===== src/hw/aes_pkg.sv =====
// Package for the alarm and error status object bank
package aes_pkg;

	// ------------------------------------------------------------
	// Register indices, one word each; byte address is four times the index
	// ------------------------------------------------------------
	localparam logic [15:0] IDX_CLEAR_HIST = 16'h2a40;
	localparam logic [15:0] IDX_CUR_ALARM = 16'h2a41;
	localparam logic [15:0] IDX_CUR_ALARM_SHORT = 16'h2a42;
	localparam logic [15:0] IDX_PT_ERR = 16'h2a43;
	localparam logic [15:0] IDX_PAR_ERR_TOTAL = 16'h2a44;
	localparam logic [15:0] IDX_PAR_ERR_LIST = 16'h2a45;
	// Sub-objects and block registers placed after the objects
	localparam logic [15:0] IDX_PT_ERR_NUM = 16'h2a50;
	localparam logic [15:0] IDX_PT_ERR_FACTOR = 16'h2a51;
	localparam logic [15:0] IDX_IRQ_STATUS = 16'h2a52;
	localparam logic [15:0] IDX_IRQ_MASK = 16'h2a53;
	localparam logic [15:0] IDX_HIST_CLEARED = 16'h2a54;
	localparam logic [15:0] IDX_PAR_ENTRY_BASE = 16'h2a60;
	localparam int ENTRY_NUM = 32;

	// ------------------------------------------------------------
	// Values and fields
	// ------------------------------------------------------------
	localparam logic [15:0] CLEAR_CODE = 16'h1ea5;
	localparam logic [7:0] PT_ERR_SUBCOUNT = 8'h02;
	localparam logic [7:0] PAR_ENTRY_COUNT = 8'h20;
	localparam logic [31:0] PT_FACTOR_MASK = 32'h0000_007d;
	localparam logic [15:0] PAR_TOTAL_MAX = 16'h01f4;
	localparam logic [7:0] PT_NUM_MAX = 8'hff;
	localparam logic [3:0] GROUP_USER_MAX = 4'h5;
	localparam logic [3:0] GROUP_MAKER_MAX = 4'h9;

	// Interrupt status bits
	localparam int IRQ_ALARM = 0;
	localparam int IRQ_PT_ERR = 1;
	localparam int IRQ_PAR_ERR = 2;
	localparam int IRQ_HIST_CLR = 3;
	localparam int IRQ_W = 4;

	// ------------------------------------------------------------
	// Carriers
	// ------------------------------------------------------------
	typedef struct packed {
		logic [15:0] number;
		logic [15:0] detail;
	} aes_alarm_t;

	typedef struct packed {
		logic [7:0] group;
		logic [7:0] number;
	} aes_par_entry_t;

	typedef struct packed {
		logic [15:0] paddr;
		logic psel;
		logic penable;
		logic pwrite;
		logic [31:0] pwdata;
	} aes_apb_req_t;

endpackage : aes_pkg


===== src/hw/aes_status_bank.sv =====
// APB register bank for alarm and error status objects
//
// Operation
// - Writing 1EA5h clears the alarm history
// - 32-bit alarm: detail low, number high
// - No alarm reads as all zero
// - 16-bit alarm: detail low byte, number high
// - Failing point table number, up to FFh
// - Point table factor bits, reserved bits zero
// - Entries: number low byte, group high byte
//
// Decided for this implementation: the APB interface to the registers.
`timescale 1ns/1ps

module aes_status_bank #(
	parameter int ENTRIES = aes_pkg::ENTRY_NUM
) (
	// Clock and reset
	input wire logic clock,
	input wire logic sys_rst,
	// APB slave
	input wire logic [15:0] paddr,
	input wire logic psel,
	input wire logic penable,
	input wire logic pwrite,
	input wire logic [31:0] pwdata,
	output logic [31:0] prdata,
	output logic pready,
	output logic pslverr,
	// Alarm source
	input wire logic alarm_active,
	input wire logic [7:0] alarm_number,
	input wire logic [7:0] alarm_detail,
	input wire logic parameter_fault_alarm,
	// Point table error source
	input wire logic pt_err_valid,
	input wire logic [7:0] pt_err_table,
	input wire logic [31:0] pt_err_factor,
	// Parameter error source
	input wire logic [15:0] par_err_total,
	input wire logic par_entry_we,
	input wire logic [4:0] par_entry_idx,
	input wire logic [15:0] par_entry_data,
	// History control and interrupt
	output logic hist_clear,
	output logic irq
);

	// ------------------------------------------------------------
	// Parameter check
	// ------------------------------------------------------------
	if (ENTRIES != aes_pkg::ENTRY_NUM) begin : g_bad_depth
		$error("Parameter error list depth must be 32");
	end

	// ------------------------------------------------------------
	// Storage
	// ------------------------------------------------------------
	aes_pkg::aes_alarm_t alarm_q;
	logic [15:0] pt_num_q;
	logic [31:0] pt_factor_q;
	logic [15:0] par_total_q;
	aes_pkg::aes_par_entry_t entry_q [ENTRIES];
	logic [aes_pkg::IRQ_W-1:0] irq_status_q;
	logic [aes_pkg::IRQ_W-1:0] irq_mask_q;
	logic [15:0] hist_clear_cnt_q;
	logic alarm_prev_q;
	logic pt_prev_q;
	logic par_prev_q;
	logic hist_clear_q;
	logic [31:0] prdata_q;
	logic pslverr_q;

	logic wr_en;
	logic rd_en;
	logic rd_hit;
	logic [31:0] rd_val;
	logic [aes_pkg::IRQ_W-1:0] irq_event;
	logic status_read;
	logic [4:0] entry_sel;
	logic entry_hit;
	logic [15:0] entry_off;
	logic [3:0] group_code;
	logic [15:0] reg_idx;
	logic addr_aligned;
	logic sel_clear;
	logic sel_status;
	logic sel_mask;

	// ------------------------------------------------------------
	// Address decode
	// ------------------------------------------------------------
	// One object per word, so the byte address is four times the index
	assign reg_idx = {2'b00, paddr[15:2]};
	assign addr_aligned = paddr[1:0] == 2'b00;
	assign sel_clear = addr_aligned && reg_idx == aes_pkg::IDX_CLEAR_HIST;
	assign sel_status = addr_aligned && reg_idx == aes_pkg::IDX_IRQ_STATUS;
	assign sel_mask = addr_aligned && reg_idx == aes_pkg::IDX_IRQ_MASK;

	assign wr_en = psel && penable && pwrite;
	assign rd_en = psel && penable && !pwrite;
	assign entry_off = reg_idx - aes_pkg::IDX_PAR_ENTRY_BASE;
	assign entry_hit = (reg_idx >= aes_pkg::IDX_PAR_ENTRY_BASE)
		&& (entry_off < 16'(ENTRIES));
	assign entry_sel = entry_off[4:0];

	// ------------------------------------------------------------
	// Current alarm capture
	// ------------------------------------------------------------
	always_ff @(posedge clock) begin
		if (sys_rst) begin
			alarm_q <= '0;
		end else if (alarm_active) begin
			alarm_q.number <= {8'h00, alarm_number};
			alarm_q.detail <= {8'h00, alarm_detail};
		end else begin
			alarm_q <= '0;
		end
	end

	// ------------------------------------------------------------
	// Point table error capture
	// ------------------------------------------------------------
	always_ff @(posedge clock) begin
		if (sys_rst) begin
			pt_num_q <= '0;
			pt_factor_q <= '0;
		end else if (pt_err_valid) begin
			pt_num_q <= {8'h00, pt_err_table};
			pt_factor_q <= pt_err_factor & aes_pkg::PT_FACTOR_MASK;
		end
	end

	// ------------------------------------------------------------
	// Parameter error capture
	// ------------------------------------------------------------
	always_ff @(posedge clock) begin
		if (sys_rst) begin
			par_total_q <= '0;
		end else if (!parameter_fault_alarm) begin
			par_total_q <= '0;
		end else if (par_err_total > aes_pkg::PAR_TOTAL_MAX) begin
			par_total_q <= aes_pkg::PAR_TOTAL_MAX;
		end else begin
			par_total_q <= par_err_total;
		end
	end

	assign group_code = par_entry_data[11:8];

	generate
		for (genvar i = 0; i < ENTRIES; i++) begin : g_entry
			always_ff @(posedge clock) begin
				if (sys_rst) begin
					entry_q[i] <= '0;
				end else if (par_entry_we && par_entry_idx == 5'(i)) begin
					// Only group codes up to the maker range are stored
					if (par_entry_data[15:12] == 4'h0
						&& group_code <= aes_pkg::GROUP_MAKER_MAX) begin
						entry_q[i] <= par_entry_data;
					end
				end
			end
		end
	endgenerate

	// ------------------------------------------------------------
	// Clear history command
	// ------------------------------------------------------------
	always_ff @(posedge clock) begin
		if (sys_rst) begin
			hist_clear_q <= 1'b0;
			hist_clear_cnt_q <= '0;
		end else if (wr_en && sel_clear && pwdata[15:0] == aes_pkg::CLEAR_CODE) begin
			hist_clear_q <= 1'b1;
			hist_clear_cnt_q <= hist_clear_cnt_q + 16'h0001;
		end else begin
			hist_clear_q <= 1'b0;
		end
	end

	assign hist_clear = hist_clear_q;

	// ------------------------------------------------------------
	// Interrupt status and mask
	// ------------------------------------------------------------
	// Previous levels reset to the idle level, so no false edge after reset
	always_ff @(posedge clock) begin
		if (sys_rst) begin
			alarm_prev_q <= 1'b0;
		end else begin
			alarm_prev_q <= alarm_active;
		end
	end

	always_ff @(posedge clock) begin
		if (sys_rst) begin
			pt_prev_q <= 1'b0;
		end else begin
			pt_prev_q <= pt_err_valid;
		end
	end

	always_ff @(posedge clock) begin
		if (sys_rst) begin
			par_prev_q <= 1'b0;
		end else begin
			par_prev_q <= parameter_fault_alarm;
		end
	end

	always_comb begin
		irq_event = '0;
		irq_event[aes_pkg::IRQ_ALARM] = alarm_active && !alarm_prev_q;
		irq_event[aes_pkg::IRQ_PT_ERR] = pt_err_valid && !pt_prev_q;
		irq_event[aes_pkg::IRQ_PAR_ERR] = parameter_fault_alarm && !par_prev_q;
		irq_event[aes_pkg::IRQ_HIST_CLR] = hist_clear_q;
	end

	assign status_read = rd_en && sel_status;

	// Read clears only the bits handed out at setup; new events win
	always_ff @(posedge clock) begin
		if (sys_rst) begin
			irq_status_q <= '0;
		end else if (status_read) begin
			irq_status_q <= (irq_status_q & ~prdata_q[aes_pkg::IRQ_W-1:0]) | irq_event;
		end else begin
			irq_status_q <= irq_status_q | irq_event;
		end
	end

	always_ff @(posedge clock) begin
		if (sys_rst) begin
			irq_mask_q <= '0;
		end else if (wr_en && sel_mask) begin
			irq_mask_q <= pwdata[aes_pkg::IRQ_W-1:0];
		end
	end

	assign irq = |(irq_status_q & irq_mask_q);

	// ------------------------------------------------------------
	// Read decode
	// ------------------------------------------------------------
	always_comb begin
		rd_val = '0;
		rd_hit = 1'b1;
		if (entry_hit) begin
			rd_val = {16'h0000, entry_q[entry_sel]};
		end else begin
			case (reg_idx)
				aes_pkg::IDX_CUR_ALARM: begin
					rd_val = alarm_q;
				end
				aes_pkg::IDX_CUR_ALARM_SHORT: begin
					rd_val = {16'h0000, alarm_q.number[7:0], alarm_q.detail[7:0]};
				end
				aes_pkg::IDX_PT_ERR: begin
					rd_val = {24'h000000, aes_pkg::PT_ERR_SUBCOUNT};
				end
				aes_pkg::IDX_PT_ERR_NUM: begin
					rd_val = {16'h0000, pt_num_q};
				end
				aes_pkg::IDX_PT_ERR_FACTOR: begin
					rd_val = pt_factor_q;
				end
				aes_pkg::IDX_PAR_ERR_TOTAL: begin
					rd_val = {16'h0000, par_total_q};
				end
				aes_pkg::IDX_PAR_ERR_LIST: begin
					rd_val = {24'h000000, aes_pkg::PAR_ENTRY_COUNT};
				end
				aes_pkg::IDX_IRQ_STATUS: begin
					rd_val = {28'h0000000, irq_status_q};
				end
				aes_pkg::IDX_IRQ_MASK: begin
					rd_val = {28'h0000000, irq_mask_q};
				end
				aes_pkg::IDX_HIST_CLEARED: begin
					rd_val = {16'h0000, hist_clear_cnt_q};
				end
				default: begin
					rd_hit = 1'b0;
				end
			endcase
		end
	end

	// ------------------------------------------------------------
	// APB response
	// ------------------------------------------------------------
	logic wr_ok;
	assign wr_ok = sel_clear || sel_mask;

	always_ff @(posedge clock) begin
		if (sys_rst) begin
			prdata_q <= '0;
		end else if (psel && !penable && !pwrite) begin
			prdata_q <= rd_val;
		end
	end

	always_comb begin
		pslverr_q = 1'b0;
		if (psel && penable) begin
			pslverr_q = pwrite ? !wr_ok : (!rd_hit || !addr_aligned || sel_clear);
		end
	end

	assign prdata = prdata_q;
	assign pready = 1'b1;
	assign pslverr = pslverr_q;

endmodule : aes_status_bank


===== config.mk =====
export PLATFORM = sky130hd
export DESIGN_NAME = aes_status_bank
export DESIGN_NICKNAME = d
export VERILOG_FILES = /design/src/hw/aes_pkg.sv /design/src/hw/aes_status_bank.sv
export SDC_FILE = /design/constraint.sdc
export NUM_CORES = 1
export LEC_CHECK = 0
export BUFFER_PORTS_ARGS = -buffer_cell sky130_fd_sc_hd__buf_2
export CORE_ASPECT_RATIO = 1.4
export CORE_MARGIN = 3
export CORE_UTILIZATION = 45
export DETAILED_ROUTE_END_ITERATION = 8
export PLACE_DENSITY_LB_ADDON = 0.3
export RECOVER_POWER = 50
export SLEW_MARGIN = 15
export SYNTH_ARGS = -nofsm -noshare
export SYNTH_HDL_FRONTEND = slang
export SYNTH_SLANG_ARGS = --single-unit

===== constraint.sdc =====
create_clock -name clock -period 3.3 [get_ports clock]
set_input_delay 0.33 -clock clock [delete_from_list [all_inputs] [get_ports clock]]
set_output_delay 0.33 -clock clock [all_outputs]
set_load 0.1 [all_outputs]

After elaboration in Yosys (flattened, before gate mapping)
Memories as Yosys holds them, arrays and structs flattened.
Index checks and enable logic that the tools add are counted.
- $add $sub $neg: 2
- order comparisons: 4
- equal/unequal tests: 43
- muxes and demuxes: 140
- bitwise logic cells: 39
- reductions and logical operators: 68
- operators by type and width (cell ; count):
    16-bit 2-to-1 mux ; 32
    32-bit case mux with 10 select lines ; 1
    14-bit equality test, second input constant ; 11
    1-bit 2-to-1 mux ; 104
    5-bit equality test, second input constant ; 16
    1-bit logical AND ; 49
    5-bit by 4-bit equality test with 1-bit output, second input constant ; 8
    32-bit 2-to-1 mux ; 1
    1-bit bitwise OR ; 32
    5-bit by 3-bit equality test with 1-bit output, second input constant ; 4
    16-bit by 1-bit adder with 16-bit output, second input constant ; 1
    16-bit by 13-bit equality test with 1-bit output, second input constant ; 1
    16-bit by 9-bit greater-than comparator with 1-bit output, second input constant ; 1
    16-bit by 6-bit < comparator with 1-bit output, second input constant ; 1
    14-bit by 14-bit subtractor with 15-bit output, second input constant ; 1
    14-bit >= comparator, second input constant ; 1
    5-bit by 2-bit equality test with 1-bit output, second input constant ; 2
    10-bit OR reduction ; 1
    9-bit 2-to-1 mux ; 1
    4-bit AND ; 2
    1-bit zero test ; 8
    4-bit bitwise OR ; 2
    5-bit by 1-bit equality test with 1-bit output, second input constant ; 1
    5-bit zero test ; 1
    other kinds (10) ; 14
- flip-flop bits (word level): 122
- bits in writable memories: 512
- input bits: 150
- output and inout bits: 36
- memories kept: 1
- memories (name ; depth ; bits a word ; read ports ; clocked after memory_dff ; write ports ; line ; text):
    entry_q ; 32 ; 16 ; 1 ; 0 ; 32 ; aes_status_bank.sv:63 ; aes_pkg::aes_par_entry_t entry_q [ENTRIES];

Longest topological paths before layout
- word-level depth: 9
- depth in mapped cells: 10
- mapped depth without buffers: 7

Least setup slack after synthesis
Ideal clock, no wire load.
- path type: input to output
- start: in paddr[2]
- end: out pslverr
- arrival time: 3.643 ns
- data required time: 2.970 ns
- path slack: -0.673 ns
- stages on the path: 8
- path buffers: 3
- path through: buf_2 -> buf_4 -> buf_4 -> nor2_1 -> a221oi_1 -> a21oi_1 -> nor3_1 -> nor3_1
- word-level cells in the longest chain between the ends: 9
- ends and longest elaborated chain (item ; line ; text):
    start, declared ; aes_status_bank.sv:22 ; input wire logic [15:0] paddr,
    14-bit by 14-bit subtractor with 15-bit output, or another cell as far along ; aes_status_bank.sv:102 ; assign entry_off = reg_idx - aes_pkg::IDX_PAR_ENTRY_BASE;
    16-bit by 6-bit < comparator with 1-bit output / 10-bit OR reduction (equally long branches) ; - ;
    1-bit logical AND / 1-bit 2-to-1 mux (equally long branches) ; aes_status_bank.sv:104, aes_status_bank.sv:252 ;
    1-bit 2-to-1 mux ; aes_status_bank.sv:249 ; if (entry_hit) begin
    1-bit zero test ; aes_status_bank.sv:307 ; pslverr_q = pwrite ? !wr_ok : (!rd_hit || !addr_aligned || sel_clear);
    1-bit logical OR (2 in series) ; aes_status_bank.sv:307 ;
    1-bit 2-to-1 mux * ; aes_status_bank.sv:307 ;
    1-bit 2-to-1 mux * ; aes_status_bank.sv:306 ; if (psel && penable) begin
    end, declared ; aes_status_bank.sv:29 ; output logic pslverr,
Mark *: on every way between the ends. The rest lies on a longest branch, timed or not.

==> impl_metrics.toml <==
[final_layout]
final.fill_count = 4878
mostFrequentLayoutCells = "512 x sky130_fd_sc_hd__edfxtp_1, 291 x sky130_fd_sc_hd__and2_1, 144 x sky130_fd_sc_hd__conb_1"
finish.instance_area_sq_um = 31500
post_route_cells_drive_above_1_share_pct = 17.4
commonest_non_fill_non_tap_cell_in_the_layout = "sky130_fd_sc_hd__edfxtp_1"
nets = 2412
fin_cells = 3058
area_growth_from_synthesis_to_final_layout_pct = 15.8

[setup_path]
crit_path_start_kind = "input port"
crit_path_end_kind = "flip-flop"
critPathArrivalTime_ns = 3.23
worst_ep_required_time_ns = 3.63
path_max_fanout = 33
worst_r2r_startpoint = "entry_q[23][12]"
worstSetupPathType = "in -> reg"
crit_start = "par_entry_data[9]"

[yosys]
synth.top_cells.by_area = "sky130_fd_sc_hd__edfxtp_1 57%, sky130_fd_sc_hd__and2_1 9.4%, sky130_fd_sc_hd__dfxtp_1 7.2%, sky130_fd_sc_hd__mux4_2 7.1%, sky130_fd_sc_hd__mux2i_1 3.7%"
synth_top_area_cell = "sky130_fd_sc_hd__edfxtp_1"
sequential_area_share_after_synthesis_pct = 63.8
area_of_the_mapped_netlist_sq_um = 27200
post-synth-top-area-fraction_pct = 56.6
synthDistinctLibCells = 65
synthArstFlopShare_pct = 0
synthCells = 1946
synth-edff-count = 512
ys_seq_elements = 610
yosys_most_used_dff = "sky130_fd_sc_hd__edfxtp_1"
postSynthAreaPerCell_sq_um = 14.0
synth_warnings = 0

[sta]
tightestPinTransition_ns = 1.62
final_period_minus_worst_setup_slack_ns = 2.90
slew_headroom_pct = -7.72
maxSlewViolCount = 70
final_hold_viol_count = 0
max_freq_ghz = 0.345
grt_setup_unrepaired = "no"
finalSetupViolCount = 0
post_route_skew_ns = 0.0182
timing.setup.tns_ns = 0
hold_ws_ns = 0.0129
final.period_utilization_pct = 87.8

[min_path]
worst_hold_startpoint = "pt_err_factor[4]"
worst_hold_path_type = "in -> reg"

[floorplan]
site_row_count = 105
floorplan.die_area_sq_um = 63400
io_pins = 186
vertical_extent_of_the_die_microns = 297
horizontal_extent_of_the_die_microns = 214
floorplan.initialDensity_pct = 45.9
floorplan.core_area_sq_um = 59100

[clocking]
clk-insertion-delay-late_ns = 0.59
clkSlewWorstSetupHoldPaths_ns = 0.06
clock_tree_from_tritoncts = "yes"
clock_tree.buffer_depth = 3
number_of_hold_buffers_added_after_cts = 35
post-cts-setup-buffers = 0
cts.sink_count = 610
htree_levels = 2
clock-root-buffer = "sky130_fd_sc_hd__clkbuf_16"
cts-buffers-inserted = 56
cts_resized = 0

[detailed_routing]
drtIter0Drc = 1450
drcViolationCount = 0
post_drt_wl_per_cell_microns = 23.5
wl_met3_microns = 3760
routed_wirelength_microns = 71900
final_antenna_net_count = 0
avg_vias_per_cell = 5.50
dr_wl_met2_microns = 37000
met1Wirelength_microns = 27200
maxUsedRoutingLayer = "met5"
drtPass1Iterations = 5
count_of_vias_placed_by_the_detailed_router = 16800

[power]
static-leakage-power_nw = 11.3
ir_worst_vdd_mv = 0.385
power_density_nw_per_um2 = 530

[global_routing]
overall_global_routing_resource_usage_pct = 22.5
global_route_wire_length_before_repair_microns = 107000
grt_start_max_net_pins = 70
grt_pass1_vias = 17500
global_route_overflow = 0
grt_antenna_before_repair = 5

[placed_design]
portBuffers = 134
place_congestion = 0.914
numPlacedInstances = 2916
dpl-instance-area_sq_um = 29400
dpl.hpwl_microns = 49500

[status]
violations = "capacitance limit, slew limit"
status = "complete, but fails checks"

[flow_run]
maxCapViolCount = 1
-- per-layer routing --
layer / vias to the layer above / GRT usage, %
li1: 7669 / -
met1: 8384 / 26.7
met2: 581 / 40.0
met3: 175 / 3.05
met4: 8 / 11.0
met5: - / 0
-- cells in the mapped netlist (4+ instances only) --
cell	n
sky130_fd_sc_hd__nor2b_1	23
sky130_fd_sc_hd__a22o_1	5
sky130_fd_sc_hd__dfxtp_1	98
sky130_fd_sc_hd__nor3_1	22
sky130_fd_sc_hd__nand3b_1	4
sky130_fd_sc_hd__a31oi_1	6
sky130_fd_sc_hd__a211oi_1	24
sky130_fd_sc_hd__nand3_1	20
sky130_fd_sc_hd__a21o_1	17
sky130_fd_sc_hd__a22oi_1	29
sky130_fd_sc_hd__inv_1	13
sky130_fd_sc_hd__a2111oi_0	5
sky130_fd_sc_hd__nor4_1	5
sky130_fd_sc_hd__nor2_1	120
sky130_fd_sc_hd__o31ai_1	4
sky130_fd_sc_hd__xnor2_1	14
sky130_fd_sc_hd__mux2_2	24
sky130_fd_sc_hd__a221oi_1	9
sky130_fd_sc_hd__or3_1	5
sky130_fd_sc_hd__clkbuf_1	105
sky130_fd_sc_hd__o211ai_1	10
sky130_fd_sc_hd__o21bai_1	23
sky130_fd_sc_hd__nand2b_1	12
sky130_fd_sc_hd__buf_1	9
sky130_fd_sc_hd__and2_1	409
sky130_fd_sc_hd__nand4_1	7
sky130_fd_sc_hd__nor3_2	5
sky130_fd_sc_hd__nand2_1	46
sky130_fd_sc_hd__edfxtp_1	512
sky130_fd_sc_hd__nor3b_1	4
sky130_fd_sc_hd__mux2i_1	101
sky130_fd_sc_hd__o22ai_1	20
sky130_fd_sc_hd__a21oi_1	30
sky130_fd_sc_hd__buf_2	20
sky130_fd_sc_hd__o21ai_0	27
sky130_fd_sc_hd__mux4_2	86
sky130_fd_sc_hd__o2111ai_1	8
sky130_fd_sc_hd__o21a_1	6
sky130_fd_sc_hd__buf_4	20
-- report_power, final --
part | total [mW] | leakage, nW | switching, mW | internal, mW
combinational | 1.37 | 4.73 | 0.883 | 0.484
sequential | 8.87 | 5.70 | 0.117 | 8.75
clock | 6.45 | 0.896 | 2.83 | 3.62
total | 16.7 | 11.3 | 3.83 | 12.9
-- worst max-delay path, stage by stage --
cell	delay, ns
sky130_fd_sc_hd__clkbuf_1	0.99
sky130_fd_sc_hd__o21ai_0	0.47
sky130_fd_sc_hd__nand2_1	0.22
sky130_fd_sc_hd__nor2_1	0.07
sky130_fd_sc_hd__nand2_1	0.43
sky130_fd_sc_hd__nor2_1	0.11
sky130_fd_sc_hd__clkbuf_1	0.32
sky130_fd_sc_hd__and2_1	0.28
-- stage by stage --
stage / setup WS [ns] / total power [mW] / util, %
4_1_cts: 0.638 / 16.8 / 53.4
6_report: 0.403 / 16.7 / 53.2
2_1_floorplan: 0.172 / 9.84 / -
5_1_grt: 0.234 / 17.2 / 53.2
3_3_place_gp: 0.375 / 10.3 / 49.8
3_5_place_dp: 0.305 / 10.4 / 49.8
-- cell families (layout without fill, tap and decap cells) --
| kind of cell | Yosys count | after routing | share of synthesized area (%) |
|---|---|---|---|
| fa+ha+maj | 2 | 2 | 0.0921 |
| flops | 610 | 610 | 63.8 |
| xor+xnor | 15 | 15 | 0.484 |
| compound gates | 231 | 231 | 5.91 |
| buf+inv | 170 | 390 | 2.80 |
| mux | 211 | 211 | 11.8 |
| other cells | 2 | 145 | 0.0276 |
| simple gates | 705 | 705 | 15.0 |
-- cell type report --
type	count	area, sq um	share of cell area [%]
clock inverter	40	328	1.04
timing repair buffer	271	1700	5.41
inverter	13	48.8	0.155
clock buffer	66	1490	4.74
antenna	1	2.50	0.00796
sequential	610	17300	55.1
tap	749	937	2.98
multi-input combinational	1308	9600	30.5
-- path summary, 6_finish.rpt --
check | endpoint | depth (start not counted) | slack [ns]
setup reg to reg | prdata[12] | 5 | 1.18
setup / recovery | entry_q[5][9] | 8 | 0.40
hold reg to reg | irq_mask_q[1] | 2 | 0.48
hold / removal | pt_factor_q[4] | 3 | 0.01
-- state kept, by name (all words and copies together) (netlist names) --
name	count
alarm_prev_q	1
irq_mask_q	4
prdata	24
pt_prev_q	1
pt_factor_q	6
pt_num_q	8
irq_status_q	4
hist_clear_cnt_q	16
entry_q	512
hist_clear	1
par_prev_q	1
alarm_q	16
par_total_q	16
No activity file was read; power rests on OpenSTA's default activity.
